<file path="src/hdl/aeig_pkg.sv">
`default_nettype none
package aeig_pkg;
  // register offsets on the byte-wide register port
  localparam logic [15:0] BLOCK_IRQ_ENABLE_OFS = 16'h0B00;
  localparam logic [15:0] ALARM_ERROR_IRQ_STATUS_OFS = 16'h0B02;
  localparam logic [15:0] ALARM_SRC_IRQ_ENABLE_OFS = 16'h0B03;
  localparam logic [15:0] FRAME_ERR_THRESHOLD_OFS = 16'h010B;
  // block enable fields
  localparam int unsigned SLIP_GROUP_BIT = 2;
  localparam int unsigned ALARM_GROUP_BIT = 1;
  localparam int unsigned FRAMER_GROUP_BIT = 0;
  // alarm status fields
  localparam int unsigned FRAME_LOSS_BIT = 7;
  localparam int unsigned ALL_ONES_BIT = 6;
  localparam int unsigned REMOTE_ALARM_BIT = 5;
  localparam int unsigned SIGNAL_LOSS_BIT = 4;
  localparam int unsigned LINE_CODE_BIT = 3;
  localparam int unsigned FRAME_LOSS_CHG_BIT = 2;
  localparam int unsigned ALL_ONES_CHG_BIT = 1;
  localparam int unsigned REMOTE_ALARM_CHG_BIT = 0;
  // threshold fields: window in [7:4], error count limit in [3:0]
  localparam int unsigned WINDOW_LSB = 4;
  localparam int unsigned LIMIT_LSB = 0;
  // reset values
  localparam logic [2:0] BLOCK_IRQ_ENABLE_RST = 3'h0;
  localparam logic [3:0] ALARM_SRC_IRQ_ENABLE_RST = 4'h0;
  localparam logic [3:0] STICKY_RST = 4'h0;
  localparam logic [3:0] FRAME_ERR_WINDOW_RST = 4'h4;
  localparam logic [3:0] FRAME_ERR_LIMIT_RST = 4'h2;
  // timing
  localparam int unsigned CLK_HZ = 25_000_000;
  localparam int unsigned AIS_PERSIST_MS = 42;
  localparam int unsigned RAI_PERSIST_MS = 900;
  localparam int unsigned AIS_CYCLES = AIS_PERSIST_MS * (CLK_HZ / 1000);
  localparam int unsigned RAI_CYCLES = RAI_PERSIST_MS * (CLK_HZ / 1000);
  localparam int unsigned RAI_CLEAR_CYCLES = 1;
  localparam int unsigned LOS_BITS = 175;
  localparam int unsigned ONES_DENSITY_PERMILLE = 125;
  localparam int unsigned LOS_ONES_MIN = (LOS_BITS * ONES_DENSITY_PERMILLE + 999) / 1000;

  typedef struct packed {
    logic [15:0] addr;
    logic [7:0] wdata;
    logic wr;
    logic rd;
  } reg_req_t;

  typedef struct packed {
    logic bit_strobe;
    logic bit_one;
    logic los_raw;
    logic ais_raw;
    logic rai_raw;
    logic frame_bit_strobe;
    logic frame_bit_err;
    logic frame_sync_found;
    logic lcv_event;
  } rx_defect_t;

  typedef enum logic [0:0] {
    IN_FRAME = 1'b0,
    OUT_OF_FRAME = 1'b1
  } sync_state_t;

  function automatic logic addr_hit(input logic [15:0] addr, input logic [15:0] ofs);
    return addr == ofs;
  endfunction : addr_hit
endpackage : aeig_pkg
`default_nettype wire

</file>
<file path="src/hdl/persist_filter.sv">
`timescale 1ns/1ps
`default_nettype none
module persist_filter
  import aeig_pkg::*;
#(
  parameter int unsigned SET_CYCLES = AIS_CYCLES,
  parameter int unsigned CLR_CYCLES = AIS_CYCLES
) (
  input wire logic clk,
  input wire logic srst,
  input wire logic cond,
  output logic state
);
  localparam int unsigned MAXC = (SET_CYCLES > CLR_CYCLES) ? SET_CYCLES : CLR_CYCLES;
  localparam int unsigned W = $clog2(MAXC + 1) + 1;
  logic [W-1:0] cnt;
  wire logic differ = cond != state;
  wire logic [W-1:0] limit = state ? W'(CLR_CYCLES - 1) : W'(SET_CYCLES - 1);
  wire logic expire = differ && (cnt == limit);

  // state flips once cond has disagreed with it on limit+1 consecutive edges
  always_ff @(posedge clk) begin
    if (srst) begin
      state <= 1'b0;
      cnt <= '0;
    end else begin
      state <= expire ? ~state : state;
      cnt <= (!differ || expire) ? '0 : cnt + 1'b1;
    end
  end
endmodule : persist_filter
`default_nettype wire

</file>
<file path="src/hdl/signal_loss_detector.sv">
`timescale 1ns/1ps
`default_nettype none
module signal_loss_detector
  import aeig_pkg::*;
#(
  parameter int unsigned RUN_BITS = LOS_BITS,
  parameter int unsigned ONES_MIN = LOS_ONES_MIN
) (
  input wire logic clk,
  input wire logic srst,
  input wire logic bit_strobe,
  input wire logic bit_one,
  input wire logic loss_cond,
  output logic state
);
  // counters also cover the ones minimum, so a short window cannot truncate the density threshold
  localparam int unsigned WMAX = (RUN_BITS > ONES_MIN) ? RUN_BITS : ONES_MIN;
  localparam int unsigned W = $clog2(WMAX + 1);
  logic [W-1:0] run;
  logic [W-1:0] win;
  logic [W-1:0] ones;
  wire logic run_full = run == W'(RUN_BITS - 1);
  wire logic declare = !state && bit_strobe && loss_cond && run_full;
  wire logic win_end = state && bit_strobe && (win == W'(RUN_BITS - 1));
  wire logic [W-1:0] next_ones = ones + W'(bit_one);
  wire logic dense = win_end && (next_ones >= W'(ONES_MIN));

  always_ff @(posedge clk) begin
    if (srst) begin
      state <= 1'b0;
      run <= '0;
      win <= '0;
      ones <= '0;
    end else begin
      state <= declare | (state & loss_cond & ~dense);
      run <= (!loss_cond || dense) ? '0 : ((bit_strobe && !run_full) ? run + 1'b1 : run);
      win <= (!state || win_end) ? '0 : (bit_strobe ? win + 1'b1 : win);
      ones <= (!state || win_end) ? '0 : (bit_strobe ? next_ones : ones);
    end
  end
endmodule : signal_loss_detector
`default_nettype wire

</file>
<file path="src/hdl/alarm_error_interrupt_gating.sv">
`timescale 1ns/1ps
`default_nettype none
module alarm_error_interrupt_gating
  import aeig_pkg::*;
#(
  parameter int unsigned AIS_SET_CYCLES = AIS_CYCLES,
  parameter int unsigned RAI_SET_CYCLES = RAI_CYCLES,
  parameter int unsigned LOS_RUN_BITS = LOS_BITS
) (
  input wire logic CLK_SYS,
  input wire logic SRST,
  input wire reg_req_t REG_REQ,
  output logic [7:0] RDATA,
  input wire rx_defect_t RX,
  input wire logic SLIP_SRC_IRQ,
  input wire logic FRAMER_SRC_IRQ,
  output logic IRQ
);
  logic [2:0] block_irq_enable;
  logic [3:0] alarm_src_irq_enable;
  logic [3:0] sticky;
  logic [3:0] frame_err_window;
  logic [3:0] frame_err_count_limit;
  logic [3:0] frame_bit_cnt;
  logic [4:0] frame_err_cnt;
  sync_state_t sync_state;
  sync_state_t next_sync_state;
  logic rx_all_ones_state;
  logic rx_remote_alarm_state;
  logic rx_signal_loss_state;
  logic prev_frame_loss;
  logic prev_all_ones;
  logic prev_remote_alarm;

  // register decode
  wire logic sel_block = addr_hit(REG_REQ.addr, BLOCK_IRQ_ENABLE_OFS);
  wire logic sel_status = addr_hit(REG_REQ.addr, ALARM_ERROR_IRQ_STATUS_OFS);
  wire logic sel_src = addr_hit(REG_REQ.addr, ALARM_SRC_IRQ_ENABLE_OFS);
  wire logic sel_thresh = addr_hit(REG_REQ.addr, FRAME_ERR_THRESHOLD_OFS);
  wire logic wr_block = REG_REQ.wr && sel_block;
  wire logic wr_status = REG_REQ.wr && sel_status;
  wire logic wr_src = REG_REQ.wr && sel_src;
  wire logic wr_thresh = REG_REQ.wr && sel_thresh;
  wire logic rd_status = REG_REQ.rd && sel_status;

  wire logic slip_group_irq_en = block_irq_enable[SLIP_GROUP_BIT];
  wire logic alarm_group_irq_en = block_irq_enable[ALARM_GROUP_BIT];
  wire logic framer_group_irq_en = block_irq_enable[FRAMER_GROUP_BIT];

  // out-of-frame declaration over a window of framing bits
  wire logic rx_frame_loss_state = sync_state == OUT_OF_FRAME;
  wire logic [4:0] next_frame_err = frame_err_cnt + 5'(RX.frame_bit_err);
  wire logic window_end = RX.frame_bit_strobe && (frame_bit_cnt == frame_err_window - 4'h1);
  wire logic oof_declare = RX.frame_bit_strobe && (frame_err_count_limit != 4'h0)
                           && (next_frame_err >= {1'b0, frame_err_count_limit});

  always_comb begin
    next_sync_state = sync_state;
    unique case (sync_state)
      IN_FRAME: begin
        if (oof_declare) next_sync_state = OUT_OF_FRAME;
      end
      OUT_OF_FRAME: begin
        if (RX.frame_sync_found) next_sync_state = IN_FRAME;
      end
    endcase
  end

  always_ff @(posedge CLK_SYS) begin
    if (SRST) begin
      sync_state <= IN_FRAME;
      frame_bit_cnt <= 4'h0;
      frame_err_cnt <= 5'h00;
    end else begin
      sync_state <= next_sync_state;
      if (rx_frame_loss_state || oof_declare || window_end) begin
        frame_bit_cnt <= 4'h0;
        frame_err_cnt <= 5'h00;
      end else if (RX.frame_bit_strobe) begin
        frame_bit_cnt <= frame_bit_cnt + 4'h1;
        frame_err_cnt <= next_frame_err;
      end
    end
  end

  // persistence filters for the all-ones and remote alarm defects
  persist_filter #(
    .SET_CYCLES(AIS_SET_CYCLES),
    .CLR_CYCLES(AIS_SET_CYCLES)
  ) u_all_ones (
    .clk(CLK_SYS),
    .srst(SRST),
    .cond(RX.ais_raw),
    .state(rx_all_ones_state)
  );

  persist_filter #(
    .SET_CYCLES(RAI_SET_CYCLES),
    .CLR_CYCLES(RAI_CLEAR_CYCLES)
  ) u_remote_alarm (
    .clk(CLK_SYS),
    .srst(SRST),
    .cond(RX.rai_raw),
    .state(rx_remote_alarm_state)
  );

  signal_loss_detector #(
    .RUN_BITS(LOS_RUN_BITS),
    .ONES_MIN(LOS_ONES_MIN)
  ) u_signal_loss (
    .clk(CLK_SYS),
    .srst(SRST),
    .bit_strobe(RX.bit_strobe),
    .bit_one(RX.bit_one),
    .loss_cond(RX.los_raw),
    .state(rx_signal_loss_state)
  );

  // sticky events: line code violation and the three changes of state
  wire logic [3:0] event_set = {RX.lcv_event,
                                rx_frame_loss_state ^ prev_frame_loss,
                                rx_all_ones_state ^ prev_all_ones,
                                rx_remote_alarm_state ^ prev_remote_alarm};
  wire logic [3:0] event_clr = (rd_status ? 4'hF : 4'h0) | (wr_status ? REG_REQ.wdata[3:0] : 4'h0);
  wire logic [3:0] next_sticky = (sticky & ~event_clr) | event_set;
  wire logic line_code_err_flag = sticky[LINE_CODE_BIT];
  wire logic [7:0] status_view = {rx_frame_loss_state, rx_all_ones_state, rx_remote_alarm_state,
                                  rx_signal_loss_state, sticky};

  always_ff @(posedge CLK_SYS) begin
    if (SRST) begin
      sticky <= STICKY_RST;
      prev_frame_loss <= 1'b0;
      prev_all_ones <= 1'b0;
      prev_remote_alarm <= 1'b0;
    end else begin
      sticky <= next_sticky;
      prev_frame_loss <= rx_frame_loss_state;
      prev_all_ones <= rx_all_ones_state;
      prev_remote_alarm <= rx_remote_alarm_state;
    end
  end

  // writable registers; status bits 7..4 have no storage, so writes to them do nothing
  always_ff @(posedge CLK_SYS) begin
    if (SRST) begin
      block_irq_enable <= BLOCK_IRQ_ENABLE_RST;
      alarm_src_irq_enable <= ALARM_SRC_IRQ_ENABLE_RST;
      frame_err_window <= FRAME_ERR_WINDOW_RST;
      frame_err_count_limit <= FRAME_ERR_LIMIT_RST;
    end else begin
      if (wr_block) block_irq_enable <= REG_REQ.wdata[2:0];
      if (wr_src) alarm_src_irq_enable <= REG_REQ.wdata[3:0];
      if (wr_thresh) begin
        frame_err_window <= REG_REQ.wdata[WINDOW_LSB +: 4];
        frame_err_count_limit <= REG_REQ.wdata[LIMIT_LSB +: 4];
      end
    end
  end

  // read data, valid only in the cycle after the read strobe
  wire logic [7:0] read_mux = sel_block ? {5'h00, block_irq_enable} :
                              sel_status ? status_view :
                              sel_src ? {4'h0, alarm_src_irq_enable} :
                              sel_thresh ? {frame_err_window, frame_err_count_limit} : 8'h00;

  always_ff @(posedge CLK_SYS) begin
    if (SRST) begin
      RDATA <= 8'h00;
    end else begin
      RDATA <= REG_REQ.rd ? read_mux : 8'h00;
    end
  end

  // interrupt: each group needs its block enable and a source-level request
  wire logic alarm_pending = |(sticky & alarm_src_irq_enable);
  wire logic slip_path = slip_group_irq_en && SLIP_SRC_IRQ;
  wire logic alarm_path = alarm_group_irq_en && alarm_pending;
  wire logic framer_path = framer_group_irq_en && FRAMER_SRC_IRQ;
  assign IRQ = slip_path || alarm_path || framer_path;

  // helper counters used only by the checks below
  logic [31:0] ais_on_run;
  logic [31:0] ais_off_run;
  logic [31:0] rai_on_run;
  logic [31:0] los_bit_run;

  always_ff @(posedge CLK_SYS) begin
    if (SRST) begin
      ais_on_run <= 32'h0000_0000;
      ais_off_run <= 32'h0000_0000;
      rai_on_run <= 32'h0000_0000;
      los_bit_run <= 32'h0000_0000;
    end else begin
      ais_on_run <= RX.ais_raw ? ais_on_run + 32'h0000_0001 : 32'h0000_0000;
      ais_off_run <= RX.ais_raw ? 32'h0000_0000 : ais_off_run + 32'h0000_0001;
      rai_on_run <= RX.rai_raw ? rai_on_run + 32'h0000_0001 : 32'h0000_0000;
      if (!RX.los_raw) los_bit_run <= 32'h0000_0000;
      else if (RX.bit_strobe) los_bit_run <= los_bit_run + 32'h0000_0001;
    end
  end
endmodule : alarm_error_interrupt_gating
`default_nettype wire

</file>
<file path="config.mk">
export PLATFORM = sky130hd
export DESIGN_NAME = alarm_error_interrupt_gating
export DESIGN_NICKNAME = d
export VERILOG_FILES = /design/src/hdl/aeig_pkg.sv /design/src/hdl/persist_filter.sv /design/src/hdl/signal_loss_detector.sv /design/src/hdl/alarm_error_interrupt_gating.sv
export SDC_FILE = /design/constraint.sdc
export NUM_CORES = 1
export LEC_CHECK = 0
export BUFFER_PORTS_ARGS = -buffer_cell sky130_fd_sc_hd__buf_2
export CAP_MARGIN = 20
export CELL_PAD_IN_SITES_DETAIL_PLACEMENT = 2
export CELL_PAD_IN_SITES_GLOBAL_PLACEMENT = 2
export CORE_MARGIN = 5
export CORE_UTILIZATION = 37
export DETAILED_ROUTE_END_ITERATION = 8
export PLACE_DENSITY = 0.88
export SLEW_MARGIN = 20
export SYNTH_ARGS = -nofsm -noshare
export SYNTH_HDL_FRONTEND = slang
export SYNTH_SLANG_ARGS = --single-unit
</file>
<file path="constraint.sdc">
create_clock -name CLK_SYS -period 2.75 [get_ports CLK_SYS]
set_input_delay 0.275 -clock CLK_SYS [delete_from_list [all_inputs] [get_ports CLK_SYS]]
set_output_delay 0.275 -clock CLK_SYS [all_outputs]
set_load 0.1 [all_outputs]
</file>
==> results.md <==
Status:
- The flow ran to the end, and the final reports show no timing, DRC or antenna violations.

Synth:
- After synthesis the netlist holds a flip-flop and latch count of about 120.
- The netlist area before placement is 5429 µm².
- The most common cell in the synthesized netlist is dfxtp_1.
- After technology mapping, the gate count stands at around 620.
- By count the netlist is led by dfxtp_1 (115), nor2_1 (110), xnor2_1 (47).
- After synthesis, the netlist uses 51 different library cells.
- The biggest area contributor in the post-synthesis netlist is dfxtp_1.
- Yosys attributes the largest share of cell area to dfxtp_1 (42%), nor2_1 (7.6%), xnor2_1 (7.6%), xor2_1 (5.6%), ha_1 (3.7%).
- The synthesized net count is between 600 and 700.
- The most used flip-flop cell after synthesis is dfxtp_1.
- The share of synthesized area in the top cell type comes to 0.4241.
- Yosys mapped a number of flops with a built-in enable equal to 0.
- The mean area per synthesized cell is approximately 8.8 µm².
- The number of warnings reported in the yosys synthesis log is 0.
- For this run, the register share of the synthesized area comes to 0.4241.
- The async set or reset register ratio after synthesis is 0.

Clock tree:
- The cell at the root of the clock tree is clkbuf_16.
- The total setup buffers inserted after CTS is 0.
- The total number of clock tree sinks is ~120.
- The later-pin clock latency in the skew report is between 0.4 and 0.5 ns.
- The number of clock buffers inserted by TritonCTS is 17.
- Post-CTS repair changed the size of 0 cells.
- Hold repair after CTS inserted 0 buffers.
- Clock-pin slew was measured on the worst setup and hold paths at roughly 0.06 ns.
- The clock tree from TritonCTS is built.
- In this run the number of H-tree levels came out at 4.
- The number of buffers on the longest clock path is 2.

Final layout:
- The final layout net count is 719.
- 0 antenna diodes ended up in the layout.
- The fraction of layout instances using a drive strength above 1 is 0.1213.
- The area growth from synthesis to layout is 16.66%.
- The post-layout instance area is approximately 6300 µm².

Critical path:
- Along the worst path, the maximum fanout reaches 9.
- The kind of critical path is flip-flop to flip-flop.
- For the worst setup path, the data arrival time is between 2 and 3 ns.
- Data on the critical path is required at its endpoint by just over 3 ns.
- STA classifies the critical path startpoint as a flip-flop.
- STA classifies the critical path endpoint as a flip-flop.

Route:
- The number of vias in the routed layout is ~4800.
- The first detailed-routing pass ran for 4 iterations.
- For this run, design rule violations remaining after detail routing come to 0.
- The detail route stage leaves a number of antenna-violating nets equal to 0.
- Using the TritonRoute via totals, the vias-per-cell ratio works out to between 5 and 6.
- The overall routed net length is about 18000 µm.
- In the final routed layout, each cell accounts on average for around 21 µm.
- For this block, the initial DRC count from the detailed router was about 270.

Placed design:
- The congestion estimate from routability-driven global placement came to about 0.88.
- After detailed placement, the total cell area comes to about 5800 µm².
- The count of buffers added on input and output ports is 47.
- The wire-length estimate of the detail-placed layout is between 10000 and 15000 µm.

GRT:
- The global routing usage summed across all routing layers is 0.2177.
- The first global-routing pass estimated 30160 µm of wire.
- The remaining global-route overflow is 0.
- Entering global routing, the biggest net connects 32 pins.
- The initial antenna violation count is 0.
- The number of global-route vias before repair is roughly 5500.

Job:
- The tool flagged a number of max-cap violations equal to 0.

Floorplan:
- From bottom edge to top edge, the die measures ~130 µm.
- The die outline area is around 17000 µm².
- The starting density of the core is 0.3750.
- The number of I/O pins is 48.
- The die is between 100 and 150 µm wide.
- The floorplan step defined a core boundary enclosing 14480 µm².
- The floorplan has 44 rows.

Timing:
- For this run, the top clock speed supported by timing is approximately 400 MHz.
- The smallest clock period supported by the final layout is computed as 2.490 ns.
- Setup violations remaining at the end of the flow were counted as 0.
- The total count of max-transition violations in the final report is 0.
- In this run the tightest slew margin relative to its limit is 0.4232.
- The number of hold violations in the final report is 0.
- The transition time of the tightest slew-check pin is around 0.86 ns.
- The post-route setup TNS is 0 ns.
- The period utilization is 0.9054.
- Clock skew on the completed layout was measured at between 0.01 and 0.015 ns.
- Setup repair after global routing left no endpoint under its margin.

Power and ir drop:
- The power density of the placed cells is 619.5 nW/µm².
- The largest vdd supply drop is 0.4788 mV.
- The analysis attributes to cell leakage a power of around 2.3 nW.

Worst hold path:
- The type of the most critical hold path is input port to flip-flop.
[placed cells by master, fill, tap and decap left out, types with 3 or more instances in the layout]
cell type	netlist	final
or4_4	3	3
buf_2	0	47
clkbuf_16	0	17
or3_1	4	4
xor2_1	35	35
inv_1	27	27
a211oi_1	3	3
buf_4	0	4
a21oi_1	14	14
dfxtp_1	115	115
nand2_1	34	34
clkbuf_1	18	6
mux2i_1	17	17
o22ai_1	3	3
nor3_1	24	24
nand4_1	25	25
nor4_1	19	19
o21ai_0	3	3
a311oi_1	4	4
nor2b_1	5	5
and3_1	9	9
xnor2_1	47	47
a22oi_1	6	6
clkinv_2	0	5
ha_1	16	16
and4_1	8	8
nor2_1	110	110
nand3_1	27	27
nand2b_1	4	4
a32oi_1	4	4
[area by class of cell]
cell class | instances | area (µm²)
Sequential cell | 115 | 2302
Clock inverter | 6 | 55.05
Tap cell | 184 | 230.2
Fill cell | 1582 | 8145
Inverter | 27 | 101.3
Clock buffer | 25 | 475.5
Multi-Input combinational cell | 452 | 2904
Timing Repair Buffer | 51 | 265.3
[kinds of logic (layout without fill, tap and decap cells)]
group | count (synthesis) | in the layout | share of synthesized area
XOR/XNOR | 82 | 82 | 0.1323
AND/OR/NAND/NOR | 281 | 281 | 0.2588
multiplexers | 17 | 17 | 0.03134
buffers and inverters | 50 | 109 | 0.04102
AO/OA/AOI/OAI | 56 | 56 | 0.07559
flip-flops | 115 | 115 | 0.4241
adder cells (fa/ha/maj) | 16 | 16 | 0.03687
[worst max-delay path: stages (launching register included)]
cell and delay (ns):
dfxtp_1 0.45, inv_1 0.08, ha_1 0.21, xnor2_1 0.24, o211ai_1 0.14, a2111oi_0 0.69, a2111o_1 0.43, nor2_1 0.11
[state kept, by name, summed over array words and instances, names as in the netlist]
register	count
u_signal_loss.run	8
u_remote_alarm.state	1
u_all_ones.state	1
frame_err_count_limit	4
rx_frame_loss_state	1
alarm_src_irq_enable	4
u_signal_loss.ones	8
u_all_ones.cnt	22
u_signal_loss.win	8
frame_bit_cnt	4
u_remote_alarm.cnt	26
frame_err_cnt	5
prev_all_ones	1
sticky	4
block_irq_enable	3
frame_err_window	4
u_signal_loss.state	1
prev_frame_loss	1
RDATA	8
prev_remote_alarm	1
[report_power, final]
| part | switching (mW) | internal, mW | leakage (nW) | total [mW] |
|---|---|---|---|---|
| clock network | 0.786 | 1.27 | 0.265 | 2.06 |
| logic | 0.102 | 0.0612 | 1.11 | 0.163 |
| registers | 0.0181 | 1.68 | 0.928 | 1.70 |
[path summary, 6_finish.rpt]
check | startpoint | to | slack (ns) | depth (start not counted)
hold reg to reg | u_all_ones.cnt[0] | u_all_ones.cnt[0] | 0.48 | 1
hold / removal | RX[1] | rx_frame_loss_state | 0.05 | 2
setup reg to reg | frame_err_window[0] | frame_err_cnt[1] | 0.26 | 7
setup / recovery | frame_err_window[0] | frame_err_cnt[1] | 0.26 | 7
[through the flow]
step | util | hold WS [ns] | std cells | power, mW | setup WS, ns
2_1_floorplan | - | 0.3760 | 617 | 1.822 | 0.6054
3_3_place_gp | 0.4008 | 0.4581 | 829 | 1.876 | 0.4481
3_5_place_dp | 0.4008 | 0.4697 | 829 | 1.890 | 0.2619
4_1_cts | 0.4374 | 0.02984 | 860 | 3.961 | 0.2221
5_1_grt | 0.4374 | 0.03408 | 860 | 4.055 | 0.02466
6_report | 0.4374 | 0.04758 | 860 | 3.923 | 0.2603
[routing by layer]
layer | part of all wire | vias to the layer above | routed length [µm] | global-route usage
met5 | 0 | - | 0 | 0
met4 | 0.022 | 0 | 397 | 0.08256
met3 | 0.033 | 21 | 600 | 0.06078
met2 | 0.53 | 83 | 9574 | 0.3916
met1 | 0.42 | 2466 | 7545 | 0.2429
li1 | - | 2249 | - | -
No activity file was read; power rests on OpenSTA's default activity.
